File: src/drbc_pkg.sv
// package: register map, field positions, reset values and states for the request/bus control block
package drbc_pkg;
  localparam logic [31:0] CHANNEL_CONTROL_ADDR = 32'h0000_0000;
  localparam logic [31:0] STATUS_ADDR = 32'h0000_0004;
  localparam logic [31:0] SOFT_REQUEST_ADDR = 32'h0000_0008;
  localparam logic [31:0] FIFO_DATA_ADDR = 32'h0000_000C;
  localparam int REQ_SRC_BIT = 14;
  localparam int REQ_POL_BIT = 13;
  localparam int LEVEL_MODE_BIT = 12;
  localparam int SNOOP_SEL_BIT = 11;
  localparam int YIELD_EN_BIT = 10;
  localparam logic [31:0] CTRL_WRITE_MASK = 32'h0000_7C00;
  localparam logic [31:0] CTRL_RESET = 32'h0000_0000;
  localparam logic [1:0] RESP_OKAY = 2'h0;
  localparam logic [1:0] RESP_SLVERR = 2'h2;
  localparam int FIFO_WIDTH = 32;
  localparam int FIFO_DEPTH = 8;
  typedef enum logic [3:0] {
    BUS_IDLE = 4'h1,
    BUS_WAIT = 4'h2,
    BUS_OWN = 4'h4,
    BUS_YIELD = 4'h8
  } drbc_bus_state_t;
endpackage

File: src/drbc_top.sv
// module: dma channel request recognition and bus request/yield control with axi4-lite registers
// Notes on behaviour
// - request source bit 14 at 1 takes requests from the interrupt or pin input, at 0 from software.
// - polarity bit 13 only matters for external requests and is ignored for software requests.
// - polarity 0 means falling edge or low level is active, and software must never write 1.
// - the transfer acknowledge toward the external requester is driven active low.
// - sensing bit 12 at 1 takes a held low pin as a request, at 0 a falling edge of the pin.
// - the sensing bit only acts under external requests and is ignored under software requests.
// - snoop bit 11 at 1 uses the snoop bus request, at 0 the plain bus request.
// - the yield enable at bit 10 only applies to a bus taken by plain request.
// - with yield enabled and the bus owned, a core release request returns the bus at a pause.
// - after reset all five control fields read 0.
`timescale 1ns/10ps
`default_nettype none
module drbc_top (
  input wire logic I_CLK_SYS,
  input wire logic I_SYS_RST,
  input wire logic [31:0] I_AWADDR,
  input wire logic I_AWVALID,
  output logic O_AWREADY,
  input wire logic [31:0] I_WDATA,
  input wire logic [3:0] I_WSTRB,
  input wire logic I_WVALID,
  output logic O_WREADY,
  output logic [1:0] O_BRESP,
  output logic O_BVALID,
  input wire logic I_BREADY,
  input wire logic [31:0] I_ARADDR,
  input wire logic I_ARVALID,
  output logic O_ARREADY,
  output logic [31:0] O_RDATA,
  output logic [1:0] O_RRESP,
  output logic O_RVALID,
  input wire logic I_RREADY,
  input wire logic I_INTERRUPT_TRANSFER_REQUEST_N,
  input wire logic I_PIN_TRANSFER_REQUEST_N,
  output logic O_TRANSFER_ACKNOWLEDGE_N,
  output logic O_SNOOP_BUS_REQUEST,
  output logic O_PLAIN_BUS_REQUEST,
  input wire logic I_BUS_GRANT,
  input wire logic I_BUS_RELEASE_REQUEST,
  input wire logic I_BUS_OP_PAUSE,
  input wire logic I_XFER_VALID,
  output logic O_XFER_READY,
  input wire logic [31:0] I_XFER_DATA
);
  logic [31:0] ctrl_q;
  logic soft_req_q;
  logic [1:0] pin_sync_q;
  logic [1:0] int_sync_q;
  logic pin_prev_q;
  logic ext_pending_q;
  logic ext_req;
  logic req_pending;
  logic ext_select;
  logic level_mode;
  logic snoop_sel;
  logic yield_en;
  drbc_pkg::drbc_bus_state_t bus_state_q;
  logic snoop_req_q;
  logic plain_req_q;
  logic ack_n_q;
  logic xfer_ready_q;
  logic owned_by_snoop_q;
  logic aw_held_q;
  logic w_held_q;
  logic [31:0] aw_addr_q;
  logic [31:0] w_data_q;
  logic [3:0] w_strb_q;
  logic awready_q;
  logic wready_q;
  logic bvalid_q;
  logic [1:0] bresp_q;
  logic arready_q;
  logic rvalid_q;
  logic [31:0] rdata_q;
  logic [1:0] rresp_q;
  logic wr_go;
  logic fifo_in_ready;
  logic fifo_out_valid;
  logic fifo_pop;
  logic fifo_push;
  logic [31:0] fifo_out_data;
  logic [3:0] fifo_count;

  function automatic logic [31:0] apply_strobe(input logic [31:0] old_v,
                                               input logic [31:0] new_v,
                                               input logic [3:0] strb);
    logic [31:0] res;
    res = old_v;
    for (int b = 0; b < 4; b++) begin
      if (strb[b]) begin
        res[b*8 +: 8] = new_v[b*8 +: 8];
      end
    end
    return res;
  endfunction

  function automatic logic addr_known(input logic [31:0] a);
    return (a == drbc_pkg::CHANNEL_CONTROL_ADDR) || (a == drbc_pkg::STATUS_ADDR) ||
           (a == drbc_pkg::SOFT_REQUEST_ADDR) || (a == drbc_pkg::FIFO_DATA_ADDR);
  endfunction

  assign ext_select = ctrl_q[drbc_pkg::REQ_SRC_BIT];
  assign level_mode = ctrl_q[drbc_pkg::LEVEL_MODE_BIT];
  assign snoop_sel = ctrl_q[drbc_pkg::SNOOP_SEL_BIT];
  assign yield_en = ctrl_q[drbc_pkg::YIELD_EN_BIT];

  // write path: address and data are taken independently, response after both
  assign wr_go = aw_held_q && w_held_q && !bvalid_q;

  always_ff @(posedge I_CLK_SYS) begin
    if (I_SYS_RST) begin
      aw_held_q <= 1'b0;
      w_held_q <= 1'b0;
      aw_addr_q <= 32'h0000_0000;
      w_data_q <= 32'h0000_0000;
      w_strb_q <= 4'h0;
      awready_q <= 1'b0;
      wready_q <= 1'b0;
      bvalid_q <= 1'b0;
      bresp_q <= drbc_pkg::RESP_OKAY;
    end else begin
      awready_q <= !aw_held_q && !awready_q;
      wready_q <= !w_held_q && !wready_q;
      if (I_AWVALID && awready_q) begin
        aw_held_q <= 1'b1;
        aw_addr_q <= I_AWADDR;
        awready_q <= 1'b0;
      end
      if (I_WVALID && wready_q) begin
        w_held_q <= 1'b1;
        w_data_q <= I_WDATA;
        w_strb_q <= I_WSTRB;
        wready_q <= 1'b0;
      end
      if (wr_go) begin
        bvalid_q <= 1'b1;
        bresp_q <= addr_known(aw_addr_q) ? drbc_pkg::RESP_OKAY : drbc_pkg::RESP_SLVERR;
      end
      if (bvalid_q && I_BREADY) begin
        bvalid_q <= 1'b0;
        aw_held_q <= 1'b0;
        w_held_q <= 1'b0;
      end
    end
  end

  // control register: only the five request/bus fields are implemented
  always_ff @(posedge I_CLK_SYS) begin
    if (I_SYS_RST) begin
      ctrl_q <= drbc_pkg::CTRL_RESET;
    end else if (wr_go && aw_addr_q == drbc_pkg::CHANNEL_CONTROL_ADDR) begin
      // polarity 1 is prohibited; the bit is stored but recognition stays active low
      ctrl_q <= apply_strobe(ctrl_q, w_data_q, w_strb_q) & drbc_pkg::CTRL_WRITE_MASK;
    end
  end

  // software request: set by write, cleared when the bus is taken; set wins
  always_ff @(posedge I_CLK_SYS) begin
    if (I_SYS_RST) begin
      soft_req_q <= 1'b0;
    end else if (wr_go && aw_addr_q == drbc_pkg::SOFT_REQUEST_ADDR &&
                 w_strb_q[0] && w_data_q[0]) begin
      soft_req_q <= 1'b1;
    end else if (bus_state_q == drbc_pkg::BUS_WAIT && I_BUS_GRANT && !ext_select) begin
      soft_req_q <= 1'b0;
    end
  end

  // read path
  always_ff @(posedge I_CLK_SYS) begin
    if (I_SYS_RST) begin
      arready_q <= 1'b0;
      rvalid_q <= 1'b0;
      rdata_q <= 32'h0000_0000;
      rresp_q <= drbc_pkg::RESP_OKAY;
    end else begin
      arready_q <= !rvalid_q && !arready_q;
      if (I_ARVALID && arready_q) begin
        arready_q <= 1'b0;
        rvalid_q <= 1'b1;
        rresp_q <= addr_known(I_ARADDR) ? drbc_pkg::RESP_OKAY : drbc_pkg::RESP_SLVERR;
        case (I_ARADDR)
          drbc_pkg::CHANNEL_CONTROL_ADDR: begin
            rdata_q <= ctrl_q;
          end
          drbc_pkg::STATUS_ADDR: begin
            rdata_q <= {20'h00000, fifo_count, bus_state_q, ext_pending_q, soft_req_q,
                        snoop_req_q, plain_req_q};
          end
          drbc_pkg::SOFT_REQUEST_ADDR: begin
            rdata_q <= {31'h0, soft_req_q};
          end
          drbc_pkg::FIFO_DATA_ADDR: begin
            rdata_q <= fifo_out_data;
          end
          default: begin
            rdata_q <= 32'h0000_0000;
          end
        endcase
      end else if (rvalid_q && I_RREADY) begin
        rvalid_q <= 1'b0;
      end
    end
  end

  // two-stage synchronisers on both request inputs
  always_ff @(posedge I_CLK_SYS) begin
    if (I_SYS_RST) begin
      pin_sync_q <= 2'h3;
      int_sync_q <= 2'h3;
      pin_prev_q <= 1'b1;
    end else begin
      pin_sync_q <= {pin_sync_q[0], I_PIN_TRANSFER_REQUEST_N};
      int_sync_q <= {int_sync_q[0], I_INTERRUPT_TRANSFER_REQUEST_N};
      pin_prev_q <= pin_sync_q[1];
    end
  end

  // edge mode latches a falling edge until served; level mode follows the low level
  always_ff @(posedge I_CLK_SYS) begin
    if (I_SYS_RST) begin
      ext_pending_q <= 1'b0;
    end else if (ext_select && !level_mode && pin_prev_q && !pin_sync_q[1]) begin
      ext_pending_q <= 1'b1;
    end else if (!ext_select || level_mode ||
                 (bus_state_q == drbc_pkg::BUS_WAIT && I_BUS_GRANT)) begin
      ext_pending_q <= 1'b0;
    end
  end

  // polarity is fixed active low; the prohibited setting is not honoured
  // interrupt source is level only, so software must pick level mode for it
  assign ext_req = level_mode ? (!pin_sync_q[1] || !int_sync_q[1]) : ext_pending_q;
  assign req_pending = ext_select ? ext_req : soft_req_q;

  // bus request / ownership / yield
  always_ff @(posedge I_CLK_SYS) begin
    if (I_SYS_RST) begin
      bus_state_q <= drbc_pkg::BUS_IDLE;
      snoop_req_q <= 1'b0;
      plain_req_q <= 1'b0;
      owned_by_snoop_q <= 1'b0;
    end else begin
      case (bus_state_q)
        drbc_pkg::BUS_IDLE: begin
          if (req_pending && fifo_out_valid) begin
            bus_state_q <= drbc_pkg::BUS_WAIT;
            snoop_req_q <= snoop_sel;
            plain_req_q <= !snoop_sel;
            owned_by_snoop_q <= snoop_sel;
          end
        end
        drbc_pkg::BUS_WAIT: begin
          if (I_BUS_GRANT) begin
            bus_state_q <= drbc_pkg::BUS_OWN;
          end
        end
        drbc_pkg::BUS_OWN: begin
          if (!owned_by_snoop_q && yield_en && I_BUS_RELEASE_REQUEST) begin
            bus_state_q <= drbc_pkg::BUS_YIELD;
          end else if (fifo_pop) begin
            bus_state_q <= drbc_pkg::BUS_IDLE;
            snoop_req_q <= 1'b0;
            plain_req_q <= 1'b0;
          end
        end
        drbc_pkg::BUS_YIELD: begin
          if (I_BUS_OP_PAUSE) begin
            bus_state_q <= drbc_pkg::BUS_IDLE;
            snoop_req_q <= 1'b0;
            plain_req_q <= 1'b0;
          end
        end
        default: begin
          bus_state_q <= drbc_pkg::BUS_IDLE;
          snoop_req_q <= 1'b0;
          plain_req_q <= 1'b0;
        end
      endcase
    end
  end

  // one word leaves the fifo per bus tenure unless it is yielded; acknowledge pulses low the cycle after, for external requests only
  assign fifo_pop = bus_state_q == drbc_pkg::BUS_OWN && fifo_out_valid &&
                    !(!owned_by_snoop_q && yield_en && I_BUS_RELEASE_REQUEST);
  assign fifo_push = I_XFER_VALID && xfer_ready_q && fifo_in_ready;

  always_ff @(posedge I_CLK_SYS) begin
    if (I_SYS_RST) begin
      ack_n_q <= 1'b1;
      xfer_ready_q <= 1'b0;
    end else begin
      ack_n_q <= !(fifo_pop && ext_select);
      // ready follows the count after this edge, so a word offered while ready is high is kept
      xfer_ready_q <= (fifo_count + 4'(fifo_push) - 4'(fifo_pop)) != 4'(drbc_pkg::FIFO_DEPTH);
    end
  end

  drbc_fifo #(
    .WIDTH(drbc_pkg::FIFO_WIDTH),
    .DEPTH(drbc_pkg::FIFO_DEPTH)
  ) u_fifo (
    .i_clk(I_CLK_SYS),
    .i_rst(I_SYS_RST),
    .i_in_valid(fifo_push),
    .o_in_ready(fifo_in_ready),
    .i_in_data(I_XFER_DATA),
    .o_out_valid(fifo_out_valid),
    .i_out_ready(fifo_pop),
    .o_out_data(fifo_out_data),
    .o_count(fifo_count)
  );

  assign O_AWREADY = awready_q;
  assign O_WREADY = wready_q;
  assign O_BVALID = bvalid_q;
  assign O_BRESP = bresp_q;
  assign O_ARREADY = arready_q;
  assign O_RVALID = rvalid_q;
  assign O_RDATA = rdata_q;
  assign O_RRESP = rresp_q;
  assign O_TRANSFER_ACKNOWLEDGE_N = ack_n_q;
  assign O_SNOOP_BUS_REQUEST = snoop_req_q;
  assign O_PLAIN_BUS_REQUEST = plain_req_q;
  assign O_XFER_READY = xfer_ready_q;
endmodule
`default_nettype wire

File: src/drbc_fifo.sv
// module: small synchronous fifo with valid/ready on both sides
`timescale 1ns/10ps
`default_nettype none
module drbc_fifo #(
  parameter int WIDTH = 32,
  parameter int DEPTH = 8
) (
  input wire logic i_clk,
  input wire logic i_rst,
  input wire logic i_in_valid,
  output logic o_in_ready,
  input wire logic [WIDTH-1:0] i_in_data,
  output logic o_out_valid,
  input wire logic i_out_ready,
  output logic [WIDTH-1:0] o_out_data,
  output logic [$clog2(DEPTH):0] o_count
);
  localparam int AW = $clog2(DEPTH);
  logic [WIDTH-1:0] mem_q [DEPTH];
  logic [AW-1:0] wr_ptr_q;
  logic [AW-1:0] rd_ptr_q;
  logic [AW:0] count_q;
  logic push;
  logic pop;

  assign o_in_ready = (count_q != DEPTH[AW:0]);
  assign o_out_valid = (count_q != '0);
  assign o_out_data = mem_q[rd_ptr_q];
  assign o_count = count_q;
  assign push = i_in_valid && o_in_ready;
  assign pop = o_out_valid && i_out_ready;

  always_ff @(posedge i_clk) begin
    if (push) begin
      mem_q[wr_ptr_q] <= i_in_data;
    end
  end

  always_ff @(posedge i_clk) begin
    if (i_rst) begin
      wr_ptr_q <= '0;
      rd_ptr_q <= '0;
      count_q <= '0;
    end else begin
      if (push) begin
        wr_ptr_q <= (wr_ptr_q == AW'(DEPTH - 1)) ? '0 : wr_ptr_q + 1'b1;
      end
      if (pop) begin
        rd_ptr_q <= (rd_ptr_q == AW'(DEPTH - 1)) ? '0 : rd_ptr_q + 1'b1;
      end
      if (push && !pop) begin
        count_q <= count_q + 1'b1;
      end else if (pop && !push) begin
        count_q <= count_q - 1'b1;
      end
    end
  end
endmodule
`default_nettype wire

File: config.mk
export PLATFORM = sky130hd
export DESIGN_NAME = drbc_top
export DESIGN_NICKNAME = d
export VERILOG_FILES = /design/src/drbc_pkg.sv /design/src/drbc_top.sv /design/src/drbc_fifo.sv
export SDC_FILE = /design/constraint.sdc
export NUM_CORES = 1
export LEC_CHECK = 0
export ABC_AREA = 1
export BUFFER_PORTS_ARGS = -buffer_cell sky130_fd_sc_hd__clkbuf_2
export CAP_MARGIN = 30
export CORE_ASPECT_RATIO = 2
export CORE_MARGIN = 1
export CORE_UTILIZATION = 58
export DETAILED_ROUTE_END_ITERATION = 8
export HOLD_SLACK_MARGIN = 0.1
export PLACE_DENSITY = 0.87
export REMOVE_ABC_BUFFERS = 1
export SETUP_SLACK_MARGIN = 0.2
export SLEW_MARGIN = 10
export SYNTH_ARGS = -nofsm -noshare
export SYNTH_HDL_FRONTEND = slang
export SYNTH_HIERARCHICAL = 1
export SYNTH_SLANG_ARGS = --single-unit
File: constraint.sdc
create_clock -name I_CLK_SYS -period 3.4 [get_ports I_CLK_SYS]
set_input_delay 0.68 -clock I_CLK_SYS [delete_from_list [all_inputs] [get_ports I_CLK_SYS]]
set_output_delay 0.68 -clock I_CLK_SYS [all_outputs]
set_load 0.02 [all_outputs]
Word-level counts from Yosys, hierarchy flattened
Memory sizes are Yosys's and may differ from the RTL's. A register that Yosys moved wholly into a read port is not among the register bits. Cells that the tools add are included.

Memory bits (read-only): 0. Input bits: 145. Memory bits (writable): 256. Bits in latches: 0. Logic and storage cells: 160. Memories kept: 1. Register bits after elaboration: 123.

Bitwise gates (word level): 1. Equal/unequal tests: 20. Div/mod/pow operators: 0. Mux-type cells: 32. Reduce and logical (&&, ||, !) cells: 72. Magnitude comparators: 0. Add/subtract/negate cells: 6. Shift operators: 0. Multiply operators: 0.

Memory list: u_fifo.mem_q (words 8, bits a word 32, read ports 1, clocked after Yosys merged registers in 1, write ports 1, RTL line drbc_fifo.sv:19) `logic [WIDTH-1:0] mem_q [DEPTH];`.

Operator list (count): equality test 32 x 4 -> 1 bit, second input constant (4); case mux 32 bit (4 select lines) (1); equality test 32 x 3 -> 1 bit, second input constant (2); zero test 32 bit (2); logical AND 1 bit (31); two-way mux 4 bit (7); zero test 1 bit (17); case mux 4 bit (4 select lines) (1); two-way mux 1 bit (15); two-way mux 3 bit (4); inequality test 2 bit, second input constant (5); logical OR 1 bit (9); inequality test 4 bit, second input constant (2); case mux 1 bit (4 select lines) (2); nonzero test 2 bit (4); OR reduction 2 bit (4); adder 3 x 1 -> 3 bit, second input constant (2); equality test 3 bit, second input constant (2); AND reduction 5 bit (1); adder 4 x 1 -> 4 bit (1); adder 4 x 1 -> 4 bit, second input constant (1); equality test 4 x 1 -> 1 bit, second input constant (1); equality test 4 x 2 -> 1 bit, second input constant (1); equality test 4 x 3 -> 1 bit, second input constant (1); other kinds (9) (11).

Longest topological paths before layout
Depth in word-level cells: 9. Depth in mapped cells: 16. Mapped depth without buffers: 16.

By module
Netlist, hierarchy kept.

By module, submodules not included: drbc_fifo (area each 10895.4 um^2, cells an instance 946, sequential area each 7947.6 um^2, times used 1); drbc_top (area each 4411.7 um^2, cells an instance 622, sequential area each 2042.0 um^2, times used 1).

Worst setup path before layout
No wires, ideal clock.

Kind: input -> register. Start point: input port I_XFER_VALID. End point: memory u_fifo.mem_q[0][0], enable pin. Stages on the path: 4. Path slack: 0.347 ns. Data arrival time: 2.632 ns. Required time: 2.979 ns. Library setup time: 0.421 ns. Path through: and3_1 -> nand2_1 -> or2_2 -> nor2_1.

Word-level cells in the longest chain between the ends: 5.

Ends and longest elaborated chain: start: declaration (RTL line drbc_top.sv:43) `input wire logic I_XFER_VALID,`; logical AND 1 bit (2 in series) (RTL line drbc_top.sv:288) `assign fifo_push = I_XFER_VALID && xfer_ready_q && fifo_in_ready;`; logical AND 1 bit (RTL line drbc_fifo.sv:30) `assign push = i_in_valid && o_in_ready;`; two-way mux 1 bit (RTL line drbc_fifo.sv:34) `if (push) begin`; two-way mux 1 bit (not written as such) (RTL line drbc_fifo.sv:35) `mem_q[wr_ptr_q] <= i_in_data;`; end: declaration (RTL line drbc_fifo.sv:19).

No other way between the ends.

Worst setup path after layout
Start point: register u_fifo.count_q[1], in the netlist u_fifo/o_count[1]. End point: register xfer_ready_q, in the netlist O_XFER_READY.

Word-level cells in the longest chain between the ends: 5.

Ends and longest elaborated chain: start: declaration (RTL line drbc_fifo.sv:22) `logic [AW:0] count_q;`; start signal: assignment (RTL line drbc_fifo.sv:52) `count_q <= count_q + 1'b1;`; start signal: assignment (RTL line drbc_fifo.sv:54) `count_q <= count_q - 1'b1;`; nonzero test 4 bit (RTL line drbc_fifo.sv:27) `assign o_out_valid = (count_q != '0);`; named net fifo_out_valid (RTL line drbc_top.sv:80) `logic fifo_out_valid;`; logical AND 1 bit (2 in series) (RTL line drbc_top.sv:286) `assign fifo_pop = bus_state_q == drbc_pkg::BUS_OWN && fifo_out_valid &&`; named net fifo_pop (RTL line drbc_top.sv:81) `logic fifo_pop;`; subtractor 4 x 1 -> 4 bit (RTL line drbc_top.sv:297) `xfer_ready_q <= (fifo_count + 4'(fifo_push) - 4'(fifo_pop)) != 4'(drbc_pkg::FIFO_DEPTH);`; inequality test 4 bit (RTL line drbc_top.sv:297); end signal: assignment (RTL line drbc_top.sv:297); end: declaration (RTL line drbc_top.sv:63) `logic xfer_ready_q;`.

The timed path passes the listed nets, and every way through them passes these cells. A chain may end at the register's enable or synchronous reset.

==> impl_metrics.json <==
{
  "fin_cells": 2069,
  "gp_congestion": 0.9278,
  "grt_overflow": 0,
  "ys_seq_elements": 371,
  "die_area_um2": 27090,
  "clockRootBuffer": "clkbuf_16",
  "switchingPower_mw": 2.340,
  "p_leak_nw": 6.851,
  "drive_gt1_share_pct": 15.38,
  "whs_path_depth": 2,
  "holdWs_ps": 297.9,
  "place_inst": 2016,
  "p_sw_share_pct": 24.11,
  "cts_tree": "built",
  "path_class": "flip-flop to flip-flop",
  "drt-wirelength-per-cell_um": 16.90,
  "clk_latency_ps": 570,
  "finalSetupViolCount": 0,
  "critPathMostFrequentCell": "inv_1",
  "avgViaCountPerCell": 5.538,
  "register_area_um2": 9995,
  "hold_viol_final": 0,
  "drv_cap": 0,
  "worstPathMaxFanout": 7,
  "grt_setup_unrepaired": "no",
  "syn-cell-area_um2": 15310,
  "grt.total_usage_pct": 26.13,
  "arrival_ps": 3180,
  "fp-row-count": 83,
  "synthCells": 1568,
  "end_kind": "flip-flop",
  "synthArstFlopShare_pct": 0,
  "power_frac_seq_pct": 53.7,
  "remaining_drc_errors": 0,
  "diodes": 0,
  "grt_pass1_wl_um": 53630,
  "detailed_place.area_um2": 16350,
  "num_vias": 11460,
  "io_pins": 190,
  "slowest_delay_ps": 510,
  "combPwrFrac_pct": 11.0,
  "p_per_area_nw_per_um2": 560.2,
  "drt-initial-drc-count": 957,
  "grt_pass1_vias": 11480,
  "fillers": 1838,
  "fmax_mhz": 366.5,
  "dp_worst_setup_slack_ps": 500.1,
  "worst_slack_ps": 671.7,
  "synth-seq-area-share_pct": 65.26,
  "startpoint_type": "flip-flop",
  "clock_sinks": 371,
  "finalClockSkew_ps": 14.22,
  "status": "finished clean",
  "antenna_found_initial": 0,
  "grt_max_degree": 65,
  "crit_required_ps": 3850,
  "synthFlopType": "edfxtp_1",
  "finish.utilization_pct": 67.25,
  "ant_nets": 0,
  "yosys.cell_types.count": 38,
  "multi_input_area_um2": 4688,
  "core-area_um2": 25750,
  "ff2ff_path_depth": 14,
  "die_h_um": 231.7,
  "start_util_pct": 59.43,
  "cts_hold_buf": 0,
  "ir_drop_mv": 0.4024,
  "slew_violations": 0,
  "cts_made_buffers": 29,
  "tns_ps": 0,
  "path_cells": "nor2_1 > nand3_1 > inv_1 > nor2_2 > inv_1 > nor2_2 > inv_1 > nand2_1 > ha_1 > inv_1 > fa_1 > nand2_1 > o31ai_1 > inv_1",
  "cts_max_level": 1,
  "syn_area_per_cell_um2": 9.762,
  "synth_edf_count": 256,
  "path_delay_family": "simple AND/OR/NAND/NOR gates",
  "period_minus_slack_ps": 2728,
  "fin_crit_sh_pct": 80.25,
  "synth_warnings": 6,
  "path_buf_inv": 5,
  "port_buffers": 159,
  "tightest_slew_ps": 842.7,
  "p_int_mw": 7.364,
  "fp.dieW_um": 116.9,
  "cts_max_path_buffers": 3,
  "post_cts.repair.setup_buffers": 0,
  "path_clk_slew_ps": 70,
  "drt_wl_total_um": 34960,
  "place_hpwl_um": 21240,
  "pwr-share-clk_pct": 35.3,
  "synthToLayoutAreaGrowth_pct": 13.15,
  "firstDrtPassIters": 5,
  "critical_path_depth": 14,
  "hp-class": "input pin to flip-flop",
  "slew_headroom_pct": 43.82,
  "fin_area_um2": 17320,
  "critPathSlowestCell": "fa_1",
  "cts_resized": 0,
  "nets": 1864,
  "power_mw": 9.703
}
==> sequential cells by signal, summed over array words and instances (netlist names), 2 cells and up, named ones only <==
register         flops
O_RDATA             32
aw_addr_q           32
bus_state_q          4
ctrl_q               5
int_sync_q           2
pin_sync_q           2
u_fifo/mem_q       256
u_fifo/o_count       4
u_fifo/rd_ptr_q      3
u_fifo/wr_ptr_q      3
w_data_q             6
w_strb_q             2
==> cells in the mapped netlist, types with 3 or more instances <==
cell type    n  share of area (%)
nor2_1     413                 10
buf_2       13               0.43
a21oi_2      3               0.17
buf_1       10               0.25
or2_2        7               0.29
clkbuf_1    25               0.61
nand2_2      5               0.20
a21oi_1     59                1.9
buf_4        6               0.29
dfxtp_1    115                 15
edfxtp_1   256                 50
ha_1        10               0.82
nor3_1       4               0.13
nor2_2       3               0.12
inv_1       58                1.4
nand2_1    287                7.0
clkbuf_2     7               0.23
xor2_1       3               0.17
nand4_1      5               0.20
inv_2        3              0.074
o21ai_1     27               0.88
nand3_1     40                1.3
buf_6       14                1.0
o21ai_0    178                5.8
==> logic make-up (layout without fill, tap and decap cells) <==
group                    after synthesis  after routing  share of synthesized area [%]
flip-flops                           371            371                          65.26
AO/OA/AOI/OAI                        269            269                          8.893
buffers and inverters                139            299                          4.528
adder cells (fa/ha/maj)               12             12                          1.079
AND/OR/NAND/NOR                      771            771                          19.93
XOR/XNOR                               5              5                         0.2861
other                                  1              2                        0.02450
==> placed cells by master, fill, tap and decap left out, types with 22 or more instances in the layout <==
| cell | n |
|---|---|
| edfxtp_1 | 256 |
| a21oi_1 | 59 |
| nor2_1 | 405 |
| nand2_1 | 287 |
| nand3_1 | 40 |
| clkbuf_2 | 159 |
| buf_4 | 22 |
| o21ai_1 | 27 |
| o21ai_0 | 178 |
| inv_1 | 57 |
| clkbuf_16 | 29 |
| dfxtp_1 | 113 |
==> worst reg2reg max path: stages (launching register included) <==
cell and delay [ps]:
dfxtp_1 500, nor2_1 110, nand3_1 250, inv_1 100
nor2_2 210, inv_1 90, nor2_2 130, inv_1 80
nand2_1 60, ha_1 170, inv_1 60, fa_1 510
nand2_1 50, o31ai_1 240, inv_1 60
==> path summary, 6_finish.rpt <==
check | startpoint | end | slack [ps]
worst min-delay path | I_INTERRUPT_TRANSFER_REQUEST_N | int_sync_q[0] | 300
worst max-delay path | u_fifo/o_count[1] | O_XFER_READY | 670
worst min register to register | int_sync_q[0] | int_sync_q[1] | 420
worst max register to register | u_fifo/o_count[1] | O_XFER_READY | 670
==> area by class of cell <==
| cell class | count | share of cell area, % |
|---|---|---|
| flip-flops and latches | 371 | 57.70 |
| multi-input cells | 1059 | 27.07 |
| repair buffers | 183 | 5.779 |
| clock buffers | 34 | 4.414 |
| well taps | 340 | 2.456 |
| inverters | 63 | 1.380 |
| clock inverters | 19 | 1.199 |
==> power groups by stage <==
stage,Combinational [mW],Sequential [mW],Clock (mW)
CTS,1.06,5.21,3.45
floorplan,0.637,5.32,0
global placement,1.00,5.29,0
detailed placement,1.05,5.30,0
global route,1.21,5.23,3.61
finish,1.07,5.21,3.43
==> layer usage <==
metal  wire length [um]  track usage [%]
met5                  0                0
met3               2773            4.150
met2              18640            47.89
met1              11680            26.23
met4               1858            17.92
(Power assumes the default switching activity.)
